## config.mk

```make
export PLATFORM = sky130hd
export DESIGN_NAME = watchdog_timer
export DESIGN_NICKNAME = d
export VERILOG_FILES = /design/src/include/wdt_pkg.sv /design/src/include/wdt_sync_if.sv /design/src/rtl/watchdog_timer.sv /design/src/rtl/wdt_sync.sv
export SDC_FILE = /design/constraint.sdc
export NUM_CORES = 1
export LEC_CHECK = 0
export ABC_AREA = 1
export BUFFER_PORTS_ARGS = -buffer_cell sky130_fd_sc_hd__buf_2
export CORE_MARGIN = 2
export CORE_UTILIZATION = 31
export DETAILED_ROUTE_END_ITERATION = 8
export GPL_ROUTABILITY_DRIVEN = 0
export PLACE_DENSITY = 0.46
export SLEW_MARGIN = 0
export SYNTH_ARGS = -nofsm -noshare
export SYNTH_HDL_FRONTEND = slang
export SYNTH_SLANG_ARGS = --single-unit
```

## constraint.sdc

```tcl
create_clock -name clk -period 2.7 [get_ports clk]
set_input_delay 0.135 -clock clk [delete_from_list [all_inputs] [get_ports clk]]
set_output_delay 0.135 -clock clk [all_outputs]
set_load 0.01 [all_outputs]
```

## src/include/wdt_pkg.sv

```systemverilog
// watchdog package: counter widths, reset values, state codes
// assumes a single synchronous clock domain at 20 MHz
package wdt_pkg;
  localparam int PRE_SHORT = 32;          // prescale divide, select low
  localparam int PRE_LONG = 128;          // prescale divide, select high
  localparam int PRE_W = 7;
  localparam int POST_W = 15;             // ratios up to 1:32,768
  localparam logic [PRE_W-1:0] PRE_RST = 7'h00;
  localparam logic [POST_W:0] POST_RST = 16'h0000;
  localparam int RC_NOMINAL_KHZ = 32;     // nominal rc clock
  localparam int SYNC_STAGES = 2;
  typedef enum logic [1:0] {
    RUN_S = 2'b00,
    SLEEP_S = 2'b01,
    IDLE_S = 2'b10
  } pwr_state_t;
endpackage

```

## src/include/wdt_sync_if.sv

```systemverilog
// interface carrying raw and synchronised rc clock level
// assumes both ends share clk
interface wdt_sync_if;
  logic rawLevel;
  logic syncLevel;
  modport src (output rawLevel, input syncLevel);
  modport syn (input rawLevel, output syncLevel);
endinterface

```

## src/rtl/watchdog_timer.sv

```systemverilog
// watchdog timer counting rising edges of the low power rc oscillator
// assumes core events are single-cycle pulses on clk; rc clock is asynchronous
//
// Summary of operation
// - count only low power rc oscillator edges
// - enable rc oscillator whenever watchdog enabled
// - prescaler divides by 32 or 128
// - 4-bit postscaler selects 1:1 to 1:32768
// - device reset or clock switch clears counters
// - entering or leaving power save clears counters
// - clear instruction clears all counts
// - keep counting during sleep and idle
// - timeout in sleep/idle wakes, no reset
// - hardware enable forces watchdog always on
// - else software enable bit controls watchdog
// - device reset clears software enable
// - timeout flag sticky until software clears
module watchdog_timer
  import wdt_pkg::*;
(
  // clock and reset
  input wire logic clk,
  input wire logic rst,
  // rc oscillator
  input wire logic lowPowerRcOsc,
  output logic rcOscEnable,
  // configuration word
  input wire logic hwWatchdogEnable,
  input wire logic prescaleSelect,
  input wire logic [3:0] postscaleSelect,
  // software control
  input wire logic swEnableSet,
  input wire logic swEnableClear,
  input wire logic timeoutFlagClear,
  // core events
  input wire logic watchdogClearInstr,
  input wire logic powerSaveInstr,
  input wire logic powerSaveIdle,
  input wire logic clockSwitchDone,
  // status
  output logic swWatchdogEnable,
  output logic timeoutFlag,
  output logic wakeRequest,
  output logic deviceResetReq,
  output logic inSleep,
  output logic inIdle
);
  wdt_sync_if sif ();
  assign sif.rawLevel = lowPowerRcOsc;
  // rc level synchroniser
  wdt_sync u_sync (
    .clk(clk),
    .rst(rst),
    .sif(sif)
  );

  // rc edge detector state
  logic rcPrev_r, rcPrev_nxt;
  // prescaler and postscaler counts
  logic [PRE_W-1:0] pre_r, pre_nxt;
  logic [POST_W:0] post_r, post_nxt;
  // software enable
  logic swEn_r, swEn_nxt;
  // status flops
  logic flag_r, flag_nxt;
  logic wake_r, wake_nxt;
  logic rstReq_r, rstReq_nxt;
  logic rcEn_r, rcEn_nxt;
  // power save state and its registered decodes
  pwr_state_t pwr_r, pwr_nxt;
  logic sleep_r, sleep_nxt;
  logic idle_r, idle_nxt;
  // shared decodes
  logic enabled;
  logic rcRise;
  logic preWrap;
  logic expire;
  logic inSave;
  logic exitSave;
  logic clearAll;
  logic [PRE_W-1:0] preLast;
  logic [POST_W:0] postLast;

  // last prescaler count before wrap, for the selected divide
  function automatic logic [PRE_W-1:0] preTerminal(input logic sel);
    if (sel) begin
      preTerminal = 7'(PRE_LONG - 1); // divide by 128
    end else begin
      preTerminal = 7'(PRE_SHORT - 1); // divide by 32
    end
  endfunction

  // postscale ratio as a count of prescaler overflows
  function automatic logic [POST_W:0] postRatio(input logic [3:0] sel);
    postRatio = 16'h0001 << sel;
  endfunction

  // enable, edge and terminal count decode
  always_comb begin
    enabled = hwWatchdogEnable | swEn_r;
    rcRise = sif.syncLevel & ~rcPrev_r;
    preLast = preTerminal(prescaleSelect);
    postLast = postRatio(postscaleSelect) - 16'h0001;
    preWrap = rcRise && (pre_r == preLast);
    expire = enabled && preWrap && (post_r == postLast);
    inSave = pwr_r != RUN_S;
    exitSave = inSave && expire;
    // counter clear: switch done, power save entry or exit, clear instruction
    clearAll = clockSwitchDone | powerSaveInstr;
    clearAll = clearAll | exitSave | watchdogClearInstr;
  end

  // rc edge detector next value
  always_comb begin
    rcPrev_nxt = sif.syncLevel;
  end

  // rc edge detector register; idles low like the stopped oscillator
  always_ff @(posedge clk) begin
    if (rst) begin
      rcPrev_r <= 1'b0;
    end else begin
      rcPrev_r <= rcPrev_nxt;
    end
  end

  // counter next values; any clear wins over counting
  always_comb begin
    pre_nxt = pre_r;
    post_nxt = post_r;
    if (clearAll || !enabled) begin
      pre_nxt = PRE_RST;
      post_nxt = POST_RST;
    end else if (expire) begin
      pre_nxt = PRE_RST; // restart after each timeout
      post_nxt = POST_RST;
    end else if (rcRise) begin
      if (preWrap) begin
        pre_nxt = PRE_RST;
        post_nxt = post_r + 16'h0001;
      end else begin
        pre_nxt = pre_r + 7'h01;
      end
    end
  end

  // counter registers; device reset clears both
  always_ff @(posedge clk) begin
    if (rst) begin
      pre_r <= PRE_RST;
      post_r <= POST_RST;
    end else begin
      pre_r <= pre_nxt;
      post_r <= post_nxt;
    end
  end

  // software enable next value; set wins over clear
  always_comb begin
    swEn_nxt = swEn_r;
    if (swEnableClear) begin
      swEn_nxt = 1'b0;
    end
    if (swEnableSet) begin
      swEn_nxt = 1'b1;
    end
  end

  // software enable register; device reset clears it
  always_ff @(posedge clk) begin
    if (rst) begin
      swEn_r <= 1'b0;
    end else begin
      swEn_r <= swEn_nxt;
    end
  end

  // status next values
  always_comb begin
    // sticky flag, set wins over clear
    flag_nxt = flag_r;
    if (timeoutFlagClear) begin
      flag_nxt = 1'b0;
    end
    if (expire) begin
      flag_nxt = 1'b1;
    end
    wake_nxt = exitSave;
    rstReq_nxt = expire && !inSave;
    rcEn_nxt = enabled;
  end

  // status registers
  always_ff @(posedge clk) begin
    if (rst) begin
      flag_r <= 1'b0;
      wake_r <= 1'b0;
      rstReq_r <= 1'b0;
      rcEn_r <= 1'b0;
    end else begin
      flag_r <= flag_nxt;
      wake_r <= wake_nxt;
      rstReq_r <= rstReq_nxt;
      rcEn_r <= rcEn_nxt;
    end
  end

  // power save state next value; only a watchdog wake leaves it
  always_comb begin
    pwr_nxt = pwr_r;
    case (pwr_r)
      RUN_S: begin
        if (powerSaveInstr) begin
          pwr_nxt = powerSaveIdle ? IDLE_S : SLEEP_S;
        end
      end
      SLEEP_S, IDLE_S: begin
        if (exitSave) begin
          pwr_nxt = RUN_S;
        end
      end
      default: begin
        pwr_nxt = RUN_S;
      end
    endcase
    sleep_nxt = pwr_nxt == SLEEP_S;
    idle_nxt = pwr_nxt == IDLE_S;
  end

  // power save registers; decodes kept as flops for the outputs
  always_ff @(posedge clk) begin
    if (rst) begin
      pwr_r <= RUN_S;
      sleep_r <= 1'b0;
      idle_r <= 1'b0;
    end else begin
      pwr_r <= pwr_nxt;
      sleep_r <= sleep_nxt;
      idle_r <= idle_nxt;
    end
  end

  // outputs straight from flops
  assign rcOscEnable = rcEn_r;
  assign swWatchdogEnable = swEn_r;
  assign timeoutFlag = flag_r;
  assign wakeRequest = wake_r;
  assign deviceResetReq = rstReq_r;
  assign inSleep = sleep_r;
  assign inIdle = idle_r;
endmodule // watchdog_timer

```

## src/rtl/wdt_sync.sv

```systemverilog
// two flip-flop synchroniser for the rc oscillator level
// assumes the level comes from outside the clk domain
module wdt_sync (
  input wire logic clk,
  input wire logic rst,
  wdt_sync_if.syn sif
);
  logic meta_r, meta_nxt, stab_r, stab_nxt;
  // next values
  always_comb begin
    meta_nxt = sif.rawLevel;
    stab_nxt = meta_r;
  end
  // registers
  always_ff @(posedge clk) begin
    if (rst) begin
      meta_r <= 1'b0;
      stab_r <= 1'b0;
    end else begin
      meta_r <= meta_nxt;
      stab_r <= stab_nxt;
    end
  end
  assign sif.syncLevel = stab_r;
endmodule // wdt_sync

```

==> flow_summary_export.csv, run 1 <==
group,metric,value,unit
synthesis,synth_top_area_share,33.5,%
cts,cts_tree,"yes",
setup_path,crit_path_max_fanout,17,
die,io_pins,23,
synthesis,syn_area,2090,um2
setup_path,crit_path_cell_trace,"buf_2 > nor2_1 > nand2_1 > ha_1 > inv_1 > nand2_1 > nand2_1 > nand2_1 > nor2_1 > nand2_1 > nor2_1 > nand2_1 > nor2_1 > nand3_2 > nand2_2 > buf_12 > nor3b_2",
die,die_area,7420,um2
cells_and_area,nets,370,
sta,fin_ws,0.687,ns
cells_and_area,layout-area-overhead-vs-synth,12.3,%
die,num_rows,29,
pwr,power_density,423,nW/um2
sta,final_hold_viol_count,0,
sta,maxSlewHeadroom,69.3,%
sta,period_share,74.6,%
setup_path,timing.rr.end,"post_r[6]",
min_path,hold_start,"lowPowerRcOsc",
synthesis,synth_ff_type,"dfxtp_1",
sta,slew_viol_final,0,
synthesis,yosysSeqAreaShare,33.5,%
synthesis,yosysWarnings,0,
pwr,power,992,uW
setup_path,crit_start,"postscaleSelect[0]",
synthesis,synth-compound-area-share,6.10,%
cells_and_area,antenna_cells,0,
global_routing,gr-total-overflow,0,
cts,post_cts_resized,0,
synthesis,synth_area_per_cell,6.43,um2
synthesis,synth-edff-count,0,
place,dp_cells,419,
global_routing,grt_usage,14.1,%
sta,grt_setup_unrepaired,"false",
setup_path,cp-endpoint,"post_r[2]",
min_path,hp-class,"input pin to register",
setup_path,rr_worst_depth,10,
routing,wl_per_cell,11.2,um
die,start_util,32.6,%
sta,max_freq,497,MHz
setup_path,slowest_stage,"ha_1",
setup_path,cp.required,2.87,ns
min_path,whs_path_depth,3,
routing,dr.pass1.iters,5,
sta,tightest_slew,0.456,ns
routing,drcViolationCount,0,
routing,wl_met1,2.45,mm
sta,min_period,2.01,ns
synthesis,yosys-top-cells-area,"dfxtp_1 34%, nand2_1 18%, inv_1 8.8%",
cts,clock-sinks,35,
place,port_buffers,22,
sta,tns,0,ns
synthesis,ys_types,32,
die,dieWidth,86.1,um
synthesis,async_flop_share,0,%
outcome,status,"complete, no violations",
sta,setup_viol,0,
die,core,6420,um2
sta,clock_skew,0.00510,ns
place,dp_hpwl,3.77,mm
synthesis,synthXorXnorAreaFrac,4.61,%
die,die_h,86.1,um
setup_path,startpoint_type,"input pin",
cts,ctsHoldBuffers,0,
routing,vias,1918,
cts,clk_pin_slew,0.07,ns
pwr,ir_drop,0.189,mV
routing,wl,4.76,mm
setup_path,criticalPathCategory,"input pin to register",
cts,root_buffer,"clkbuf_8",
routing,route.met3.wl,200,um
flow_run,cap_viol_max_count,0,
routing,routed_via_density,4.51,
routing,drt_iter0_drc,80,
global_routing,antenna_found_initial,0,
synthesis,yosys.area_share.simple,41.4,%
synthesis,ys_top_cells_by_count,"102 x nand2_1, 49 x inv_1, 45 x nor2_1",
setup_path,worstPathArrival,2.18,ns
synthesis,synth_mux_area_share,0,%
setup_path,cpPeakStageDelay,0.33,ns
cts,cts_buffers,5,
synthesis,synthAdderAreaFrac,2.99,%
synthesis,synth_top_family_by_area,"simple AND/OR/NAND/NOR gates",
cells_and_area,multi_input_area,1150,um2
cts,htreeDepth,2,
cells_and_area,fin_cells,425,
cts,postCtsSetupBuffers,0,
routing,wl_met2,2.00,mm
cells_and_area,ff_latch_area,701,um2
cts,clock_latency,0.28,ns
cells_and_area,drive_above_1_share,12.1,%
synthesis,ys_seq_elements,35,
synthesis,syn_nets,346,
routing,drtAntennaViolNets,0,
place,dp_slack,0.341,ns
global_routing,grt_max_degree,18,
cells_and_area,nFillCells,706,
cts,cts.path.max_buffers,2,
setup_path,cp_common_cell,"nand2_1",
global_routing,grt_pass1_vias,1871,
setup_path,crit_path_end_kind,"register",
pwr,p_leak,1.04,nW
synthesis,yosysMostFrequentCell,"nand2_1",
synthesis,synth_area_leader_cell,"dfxtp_1",
routing,maxUsedRoutingLayer,"met4",
global_routing,grt_pass1_wl,8.22,mm
setup_path,reg2reg_from,"pre_r[0]",
cells_and_area,final_core_util,36.5,%
synthesis,synthCells,325,
setup_path,rrSetupSlack,0.72,ns
## stage by stage
stage | hold WS (ns) | instance area (um2)
after floorplan | 0.242 | 2090
after global placement | 0.342 | 2270
after detailed placement | 0.348 | 2270
after CTS | 0.0450 | 2350
after global routing | 0.0401 | 2350
final | 0.0537 | 2350
## area by class of cell
type | instances | share of cell area, %
Tap cell | 77 | 4.10
Sequential cell | 35 | 29.9
Timing Repair Buffer | 24 | 5.86
Inverter | 50 | 8.00
Multi-Input combinational cell | 233 | 49.1
Clock buffer | 6 | 3.09
## kinds of logic (layout without fill, tap and decap cells)
group	Yosys count	in the layout
compound gates	20	20
fa+ha+maj	5	5
simple gates	197	197
xor+xnor	11	11
buf+inv	57	80
flops	35	35
## state kept, by name, summed over array words and instances (netlist names)
| name | count |
|---|---|
| pre_r | 7 |
| post_r | 16 |
| deviceResetReq | 1 |
| pwr_r | 2 |
| wakeRequest | 1 |
| u_sync.sif.syncLevel | 1 |
| rcPrev_r | 1 |
| swWatchdogEnable | 1 |
| rcOscEnable | 1 |
| inSleep | 1 |
| inIdle | 1 |
| u_sync.meta_r | 1 |
| timeoutFlag | 1 |
## worst min path at each step
| stage | to | slack [ns] |
|---|---|---|
| after CTS | swWatchdogEnable | 0.05 |
| after global placement | u_sync.meta_r | 0.34 |
| after detailed placement | u_sync.meta_r | 0.35 |
| final | u_sync.meta_r | 0.05 |
| after global routing | swWatchdogEnable | 0.04 |
| after floorplan | u_sync.meta_r | 0.24 |
## layer usage
metal	vias to the layer above	track usage, %
li1	1046	-
met1	829	18.3
met2	33	21.8
met3	10	3.46
met4	0	6.49
met5	-	0
## cells in the final DEF, fill, tap and decap left out, drive strengths merged, types with 2 or more instances in the layout
master / netlist / final
nor3: 7 / 7
nor2: 48 / 48
inv: 49 / 49
xor2: 11 / 11
nand4: 4 / 4
nand3: 22 / 22
and2: 2 / 2
ha: 5 / 5
nor3b: 5 / 5
clkbuf: 2 / 6
nor4: 3 / 3
o21ai: 6 / 6
buf: 5 / 24
a21oi: 9 / 9
nand2: 103 / 103
dfxtp: 35 / 35
a211oi: 3 / 3
## report_power, final
| part | leakage [nW] | switching (mW) | internal [mW] | total [mW] |
|---|---|---|---|---|
| combinational | 0.722 | 0.0711 | 0.0405 | 0.112 |
| clock | 0.0371 | 0.178 | 0.172 | 0.350 |
| sequential | 0.284 | 0.00492 | 0.526 | 0.531 |
| total | 1.04 | 0.254 | 0.738 | 0.992 |
## critical path: cells and delay by family
family | cells | cell delay, ns
buffers and inverters | 3 | 0.37
and+or+nand+nor | 13 | 1.35
adders and majority gates | 1 | 0.33
Power figures use the tool's default switching activity.
==> inputs of run 2 (changes only) <==
Settings changed: ABC_AREA 1 to 0, PLACE_DENSITY 0.46 to 0.47.
Clock period 2.7 ns to 1.8 ns, I/O delays scaled along.
==> flow_summary_export.csv, run 2 <==
group,metric,value,unit
outcome,status,"complete, but fails checks",
outcome,violations,"negative setup slack",
cells_and_area,largest_register_ffs,16,
sta,grt_setup_unrepaired,"true",
cells_and_area,final_core_util,44.1,%
setup_path,rrSetupSlack,-0.46,ns
cts,clk_pin_slew,0.07,ns
place,dp_hpwl,3.89,mm
die,start_util,32.2,%
synthesis,async_flop_share,0,%
setup_path,worstPathArrival,2.44,ns
setup_path,startpoint_type,"register",
setup_path,cp.required,1.98,ns
place,dp_slack,-0.597,ns
routing,dr.pass1.iters,4,
pwr,power,1.61,mW
sta,setup_viol,28,
cts,postCtsSetupBuffers,0,
setup_path,crit_path_cell_trace,"or3_4 > a2111oi_4 > nand3_1 > or4_4 > o21ai_4 > clkbuf_16 > nor2_1",
synthesis,ys_top_cells_by_count,"35 x dfxtp_1, 32 x nor2_1, 19 x nand2_1",
setup_path,criticalPathCategory,"register to register",
sta,min_period,2.26,ns
die,core,6390,um2
pwr,ir_drop,0.343,mV
global_routing,grt_max_degree,22,
setup_path,reg2reg_from,"pre_r[6]",
min_path,whs_path_depth,3,
sta,final_hold_viol_count,0,
sta,period_share,126,%
cts,clock-sinks,35,
routing,vias,1941,
cts,root_buffer,"clkbuf_8",
routing,drt_iter0_drc,53,
cells_and_area,most-common-layout-cells,"44 x buf_4, 31 x nor2_1, 30 x dfxtp_1",
routing,wl,5.13,mm
die,die_area,7300,um2
synthesis,yosysMostFrequentCell,"dfxtp_1",
cts,cts.path.max_buffers,2,
die,dieWidth,85.4,um
place,port_buffers,22,
place,dp_cells,379,
cells_and_area,antenna_cells,0,
synthesis,ys_types,56,
die,io_pins,23,
global_routing,grt_pass1_vias,1888,
min_path,hold-path-endpoint,"swWatchdogEnable",
synthesis,synth_top_area_share,34.1,%
cells_and_area,reg_top3,"post_r x16, pre_r x7, pwr_r x2",
cells_and_area,largest-register,"post_r",
pwr,power_density,570,nW/um2
cts,ctsHoldBuffers,0,
setup_path,cpPeakStageDelay,0.44,ns
synthesis,syn_area,2060,um2
synthesis,synthCells,247,
routing,drcViolationCount,0,
global_routing,grt_usage,14.8,%
setup_path,rr_worst_depth,7,
min_path,hp-class,"input pin to register",
global_routing,antenna_found_initial,0,
routing,wl_per_cell,13.2,um
synthesis,syn_nets,268,
setup_path,path_buf_inv,1,
cts,clock_latency,0.29,ns
synthesis,synth_area_leader_cell,"dfxtp_1",
cells_and_area,layout-area-overhead-vs-synth,36.9,%
synthesis,yosys-top-cells-area,"dfxtp_1 34%, nor2_1 5.8%, xor2_1 5.5%",
sta,clock_skew,0.00590,ns
die,die_h,85.4,um
cts,cts_tree,"yes",
cts,cts_buffers,5,
synthesis,synth-edff-count,0,
cells_and_area,fin_cells,389,
setup_path,slowest_stage,"or4_4",
cells_and_area,final_common_cell,"buf_4",
flow_run,cap_viol_max_count,0,
cells_and_area,nets,332,
cts,htreeDepth,2,
setup_path,crit_path_max_fanout,5,
global_routing,gr-total-overflow,0,
cells_and_area,nFillCells,652,
sta,fin_ws,-0.460,ns
synthesis,yosysSeqAreaShare,34.1,%
setup_path,crit_path_end_kind,"register",
sta,max_freq,443,MHz
global_routing,grt_pass1_wl,8.61,mm
synthesis,synth_area_per_cell,8.32,um2
routing,drtAntennaViolNets,0,
sta,tightest_slew,0.456,ns
routing,routed_via_density,4.99,
synthesis,yosysWarnings,0,
min_path,hold_start,"swEnableSet",
cells_and_area,drive_above_1_share,34.6,%
sta,slew_viol_final,0,
synthesis,ys_seq_elements,35,
die,num_rows,29,
setup_path,crit_family,"simple AND/OR/NAND/NOR gates",
setup_path,timing.rr.end,"post_r[9]",
sta,maxSlewHeadroom,69.5,%
pwr,p_leak,1.10,nW
synthesis,synth_ff_type,"dfxtp_1",
==> run 2: cell types whose count changed in the layout (fill, tap and decap cells not counted), moves of 5 or more <==
cell / change
buf_4: +43
nand3_1: -12
nand2_1: -83
and4_1: +5
nor2_1: -14
nor2b_1: +9
dfxtp_1: -5
nand2b_1: +6
xnor2_1: +10
and2_1: +5
dfxtp_2: +5
inv_1: -45
==> run 2: final cells by class <==
class / count / area (um2) / share of cell area, %
Multi-Input combinational cell: 195 / 1400 / 49.9
Sequential cell: 35 / 707 / 25.1
Timing Repair Buffer: 70 / 508 / 18.0
Tap cell: 77 / 96.3 / 3.42
Clock buffer: 6 / 72.6 / 2.58
Inverter: 4 / 15.0 / 0.533
Clock inverter: 2 / 12.5 / 0.444
==> run 2: cells by family after synthesis <==
| logic type | synth area share [%] |
|---|---|
| AOI/OAI and AO/OA | 14.9 |
| buffers and inverters | 3.41 |
| and+or+nand+nor | 33.4 |
| muxes | 0.974 |
| adders and majority gates | 3.04 |
| DFF | 34.1 |
| xor gates and xnor gates | 10.2 |
==> run 2: how the worst max path moves through the flow <==
stage,from,endpoint,cells past startpoint
floorplan,postscaleSelect[2],post_r[5],13
global placement,postscaleSelect[0],pre_r[2],11
detailed placement,postscaleSelect[1],post_r[15],11
CTS,pre_r[6],post_r[15],7
global route,pre_r[6],post_r[2],7
finish,pre_r[6],post_r[9],7
==> run 2: report_power, final <==
group	internal, mW	total (mW)	leakage [nW]	switching [mW]
combinational	0.125	0.252	0.768	0.127
sequential	0.789	0.796	0.286	0.00740
clock	0.270	0.557	0.0412	0.286
==> run 2: metrics by stage <==
step           hold WS [ns]  cell area (um2)  setup TNS (ns)
4_1_cts             0.00229             2750          -13.34
2_1_floorplan         0.207             2180          -17.22
5_1_grt              0.0235             2820          -13.80
6_report            0.00974             2820          -11.67
3_3_place_gp          0.304             2630          -15.21
3_5_place_dp          0.319             2630          -15.81
==> run 2: routing by layer <==
layer / vias up / wire length, um / global-route usage [%]
li1: 1002 / - / -
met1: 913 / 2590 / 19.7
met2: 19 / 2350 / 23.5
met3: 7 / 116 / 3.50
met4: 0 / 65 / 4.91
met5: - / 0 / 0
==> run 2: timing repair <==
| action | in CTS | in global routing |
|---|---|---|
| endpoints found under the setup margin | 28 | 28 |
| gates cloned | 0 | 2 |
| gates resized for setup | 5 | 11 |
| pin swaps | 5 | 10 |
==> run 2: worst reg2reg max path, delay by kind of cell (launching register included) <==
kind                   cells  cell delay, ns
buffers and inverters      1            0.19
DFF                        1            0.32
AOI/OAI and AO/OA          2            0.66
and+or+nand+nor            4            0.99
==> inputs of run 3 (changes only) <==
Settings changed: TNS_END_PERCENT set to 30.
==> flow_summary_export.csv, run 3 (synthesis gave the netlist of run 2 again) <==
group,metric,value,unit
outcome,status,"complete, but fails checks",
outcome,violations,"negative setup slack",
sta,period_share,127,%
pwr,pwr-share-clk,40.7,%
pwr,ir_drop,0.336,mV
cts,cts_tree,"yes",
cells_and_area,final_core_util,45.3,%
cells_and_area,largest-register,"post_r",
cells_and_area,most-common-layout-cells,"47 x buf_4, 33 x dfxtp_1, 27 x nor2_1",
die,die_h,85.4,um
place,dp_hpwl,3.84,mm
cts,clock_latency,0.29,ns
pwr,power_density,609,nW/um2
cells_and_area,largest_register_ffs,16,
routing,dr.pass1.iters,4,
cells_and_area,drive_above_1_share,35.0,%
global_routing,grt_pass1_wl,8.60,mm
setup_path,crit_path_max_fanout,5,
sta,final_hold_viol_count,0,
die,die_area,7300,um2
routing,wl,5.09,mm
setup_path,path_buf_inv,2,
sta,tightest_slew,0.514,ns
global_routing,grt_pass1_vias,1811,
global_routing,antenna_found_initial,0,
setup_path,crit_path_end_kind,"register",
die,start_util,32.2,%
cts,root_buffer,"clkbuf_8",
flow_run,cap_viol_max_count,0,
cells_and_area,fin_cells,394,
cells_and_area,layout-area-overhead-vs-synth,40.7,%
pwr,sw_frac_of_total,24.8,%
pwr,power_frac_seq,45.0,%
cts,cts.path.max_buffers,2,
die,dieWidth,85.4,um
routing,vias,1914,
cts,clk_pin_slew,0.08,ns
pwr,combPwrFrac,14.3,%
routing,drtAntennaViolNets,0,
die,num_rows,29,
setup_path,crit_path_cell_trace,"xnor2_4 > o221ai_2 > or4b_4 > or4_4 > o21ai_4 > buf_6 > clkbuf_16 > nor2_1",
cells_and_area,nets,337,
setup_path,crit_family,"simple AND/OR/NAND/NOR gates",
setup_path,slowest_stage,"or4b_4",
sta,clock_skew,0.00854,ns
setup_path,worstPathArrival,2.48,ns
pwr,intPower,1.32,mW
die,core,6390,um2
min_path,hp-class,"input pin to register",
sta,setup_viol,28,
global_routing,grt_usage,14.9,%
cts,htreeDepth,2,
global_routing,gr-total-overflow,0,
sta,fin_ws,-0.494,ns
sta,max_freq,436,MHz
pwr,power,1.76,mW
pwr,p_sw,437,uW
cells_and_area,final_common_cell,"buf_4",
die,io_pins,23,
sta,slew_viol_final,0,
cells_and_area,antenna_cells,0,
cells_and_area,reg_top3,"post_r x16, pre_r x7, pwr_r x2",
routing,drt_iter0_drc,31,
routing,wl_per_cell,12.9,um
setup_path,criticalPathCategory,"register to register",
setup_path,startpoint_type,"register",
global_routing,grt_max_degree,15,
sta,tns,-11.74,ns
pwr,p_leak,1.13,nW
sta,grt_setup_unrepaired,"true",
setup_path,cp.required,1.99,ns
routing,routed_via_density,4.86,
routing,drcViolationCount,0,
sta,min_period,2.29,ns
place,port_buffers,22,
cts,clock-sinks,35,
place,dp_cells,380,
sta,maxSlewHeadroom,65.6,%
sta,fin_hold_ws,0.0770,ns
cts,cts_buffers,5,
setup_path,cpPeakStageDelay,0.55,ns
run 3: power by group through the flow:
stage	logic [mW]	registers [mW]	clock network (mW)
after global placement	0.234	0.813	0
final	0.252	0.793	0.717
after detailed placement	0.234	0.813	0
after floorplan	0.144	0.819	0
after global routing	0.280	0.796	0.770
after CTS	0.251	0.794	0.739
run 3: final timing paths:
check                                   start                   end  slack, ns  cells after the start
worst max-delay path                post_r[2]             post_r[2]      -0.49                      8
worst min register to register  u_sync.meta_r  u_sync.sif.syncLevel       0.45                      1
worst max register to register      post_r[2]             post_r[2]      -0.49                      8
worst min-delay path                      rst           timeoutFlag       0.08                      2
run 3: final cells by class:
| class | instances | area, um2 |
|---|---|---|
| clock buffers | 5 | 68.8 |
| clock inverters | 3 | 43.8 |
| fillers | 662 | 3490 |
| inverters | 4 | 15.0 |
| multi-input cells | 195 | 1410 |
| flip-flops and latches | 35 | 706 |
| well taps | 77 | 96.3 |
| repair buffers | 75 | 558 |
run 3: per-stage QoR:
stage | cell area [um2] | setup slack [ns]
floorplan | 2150 | -0.700
global placement | 2610 | -0.623
detailed placement | 2610 | -0.646
CTS | 2840 | -0.462
global route | 2890 | -0.551
finish | 2890 | -0.494
run 3: timing repair:
action | 4_1_cts | 5_1_grt
setup buffers | 3 | 0
hold buffers | 2 | 0
setup endpoints to repair | 28 | 30
gates cloned | 1 | 1
endpoints found under the hold margin | 2 | 0
pin swaps | 12 | 4
gates resized for setup | 13 | 12
run 3: routing by layer:
metal	part of all wire [%]	global-route usage, %	up-vias
met5	0	0	-
met4	1.7	5.34	0
met3	2.8	3.31	6
met2	45	23.4	17
met1	50	20.1	875
li1	-	-	1016
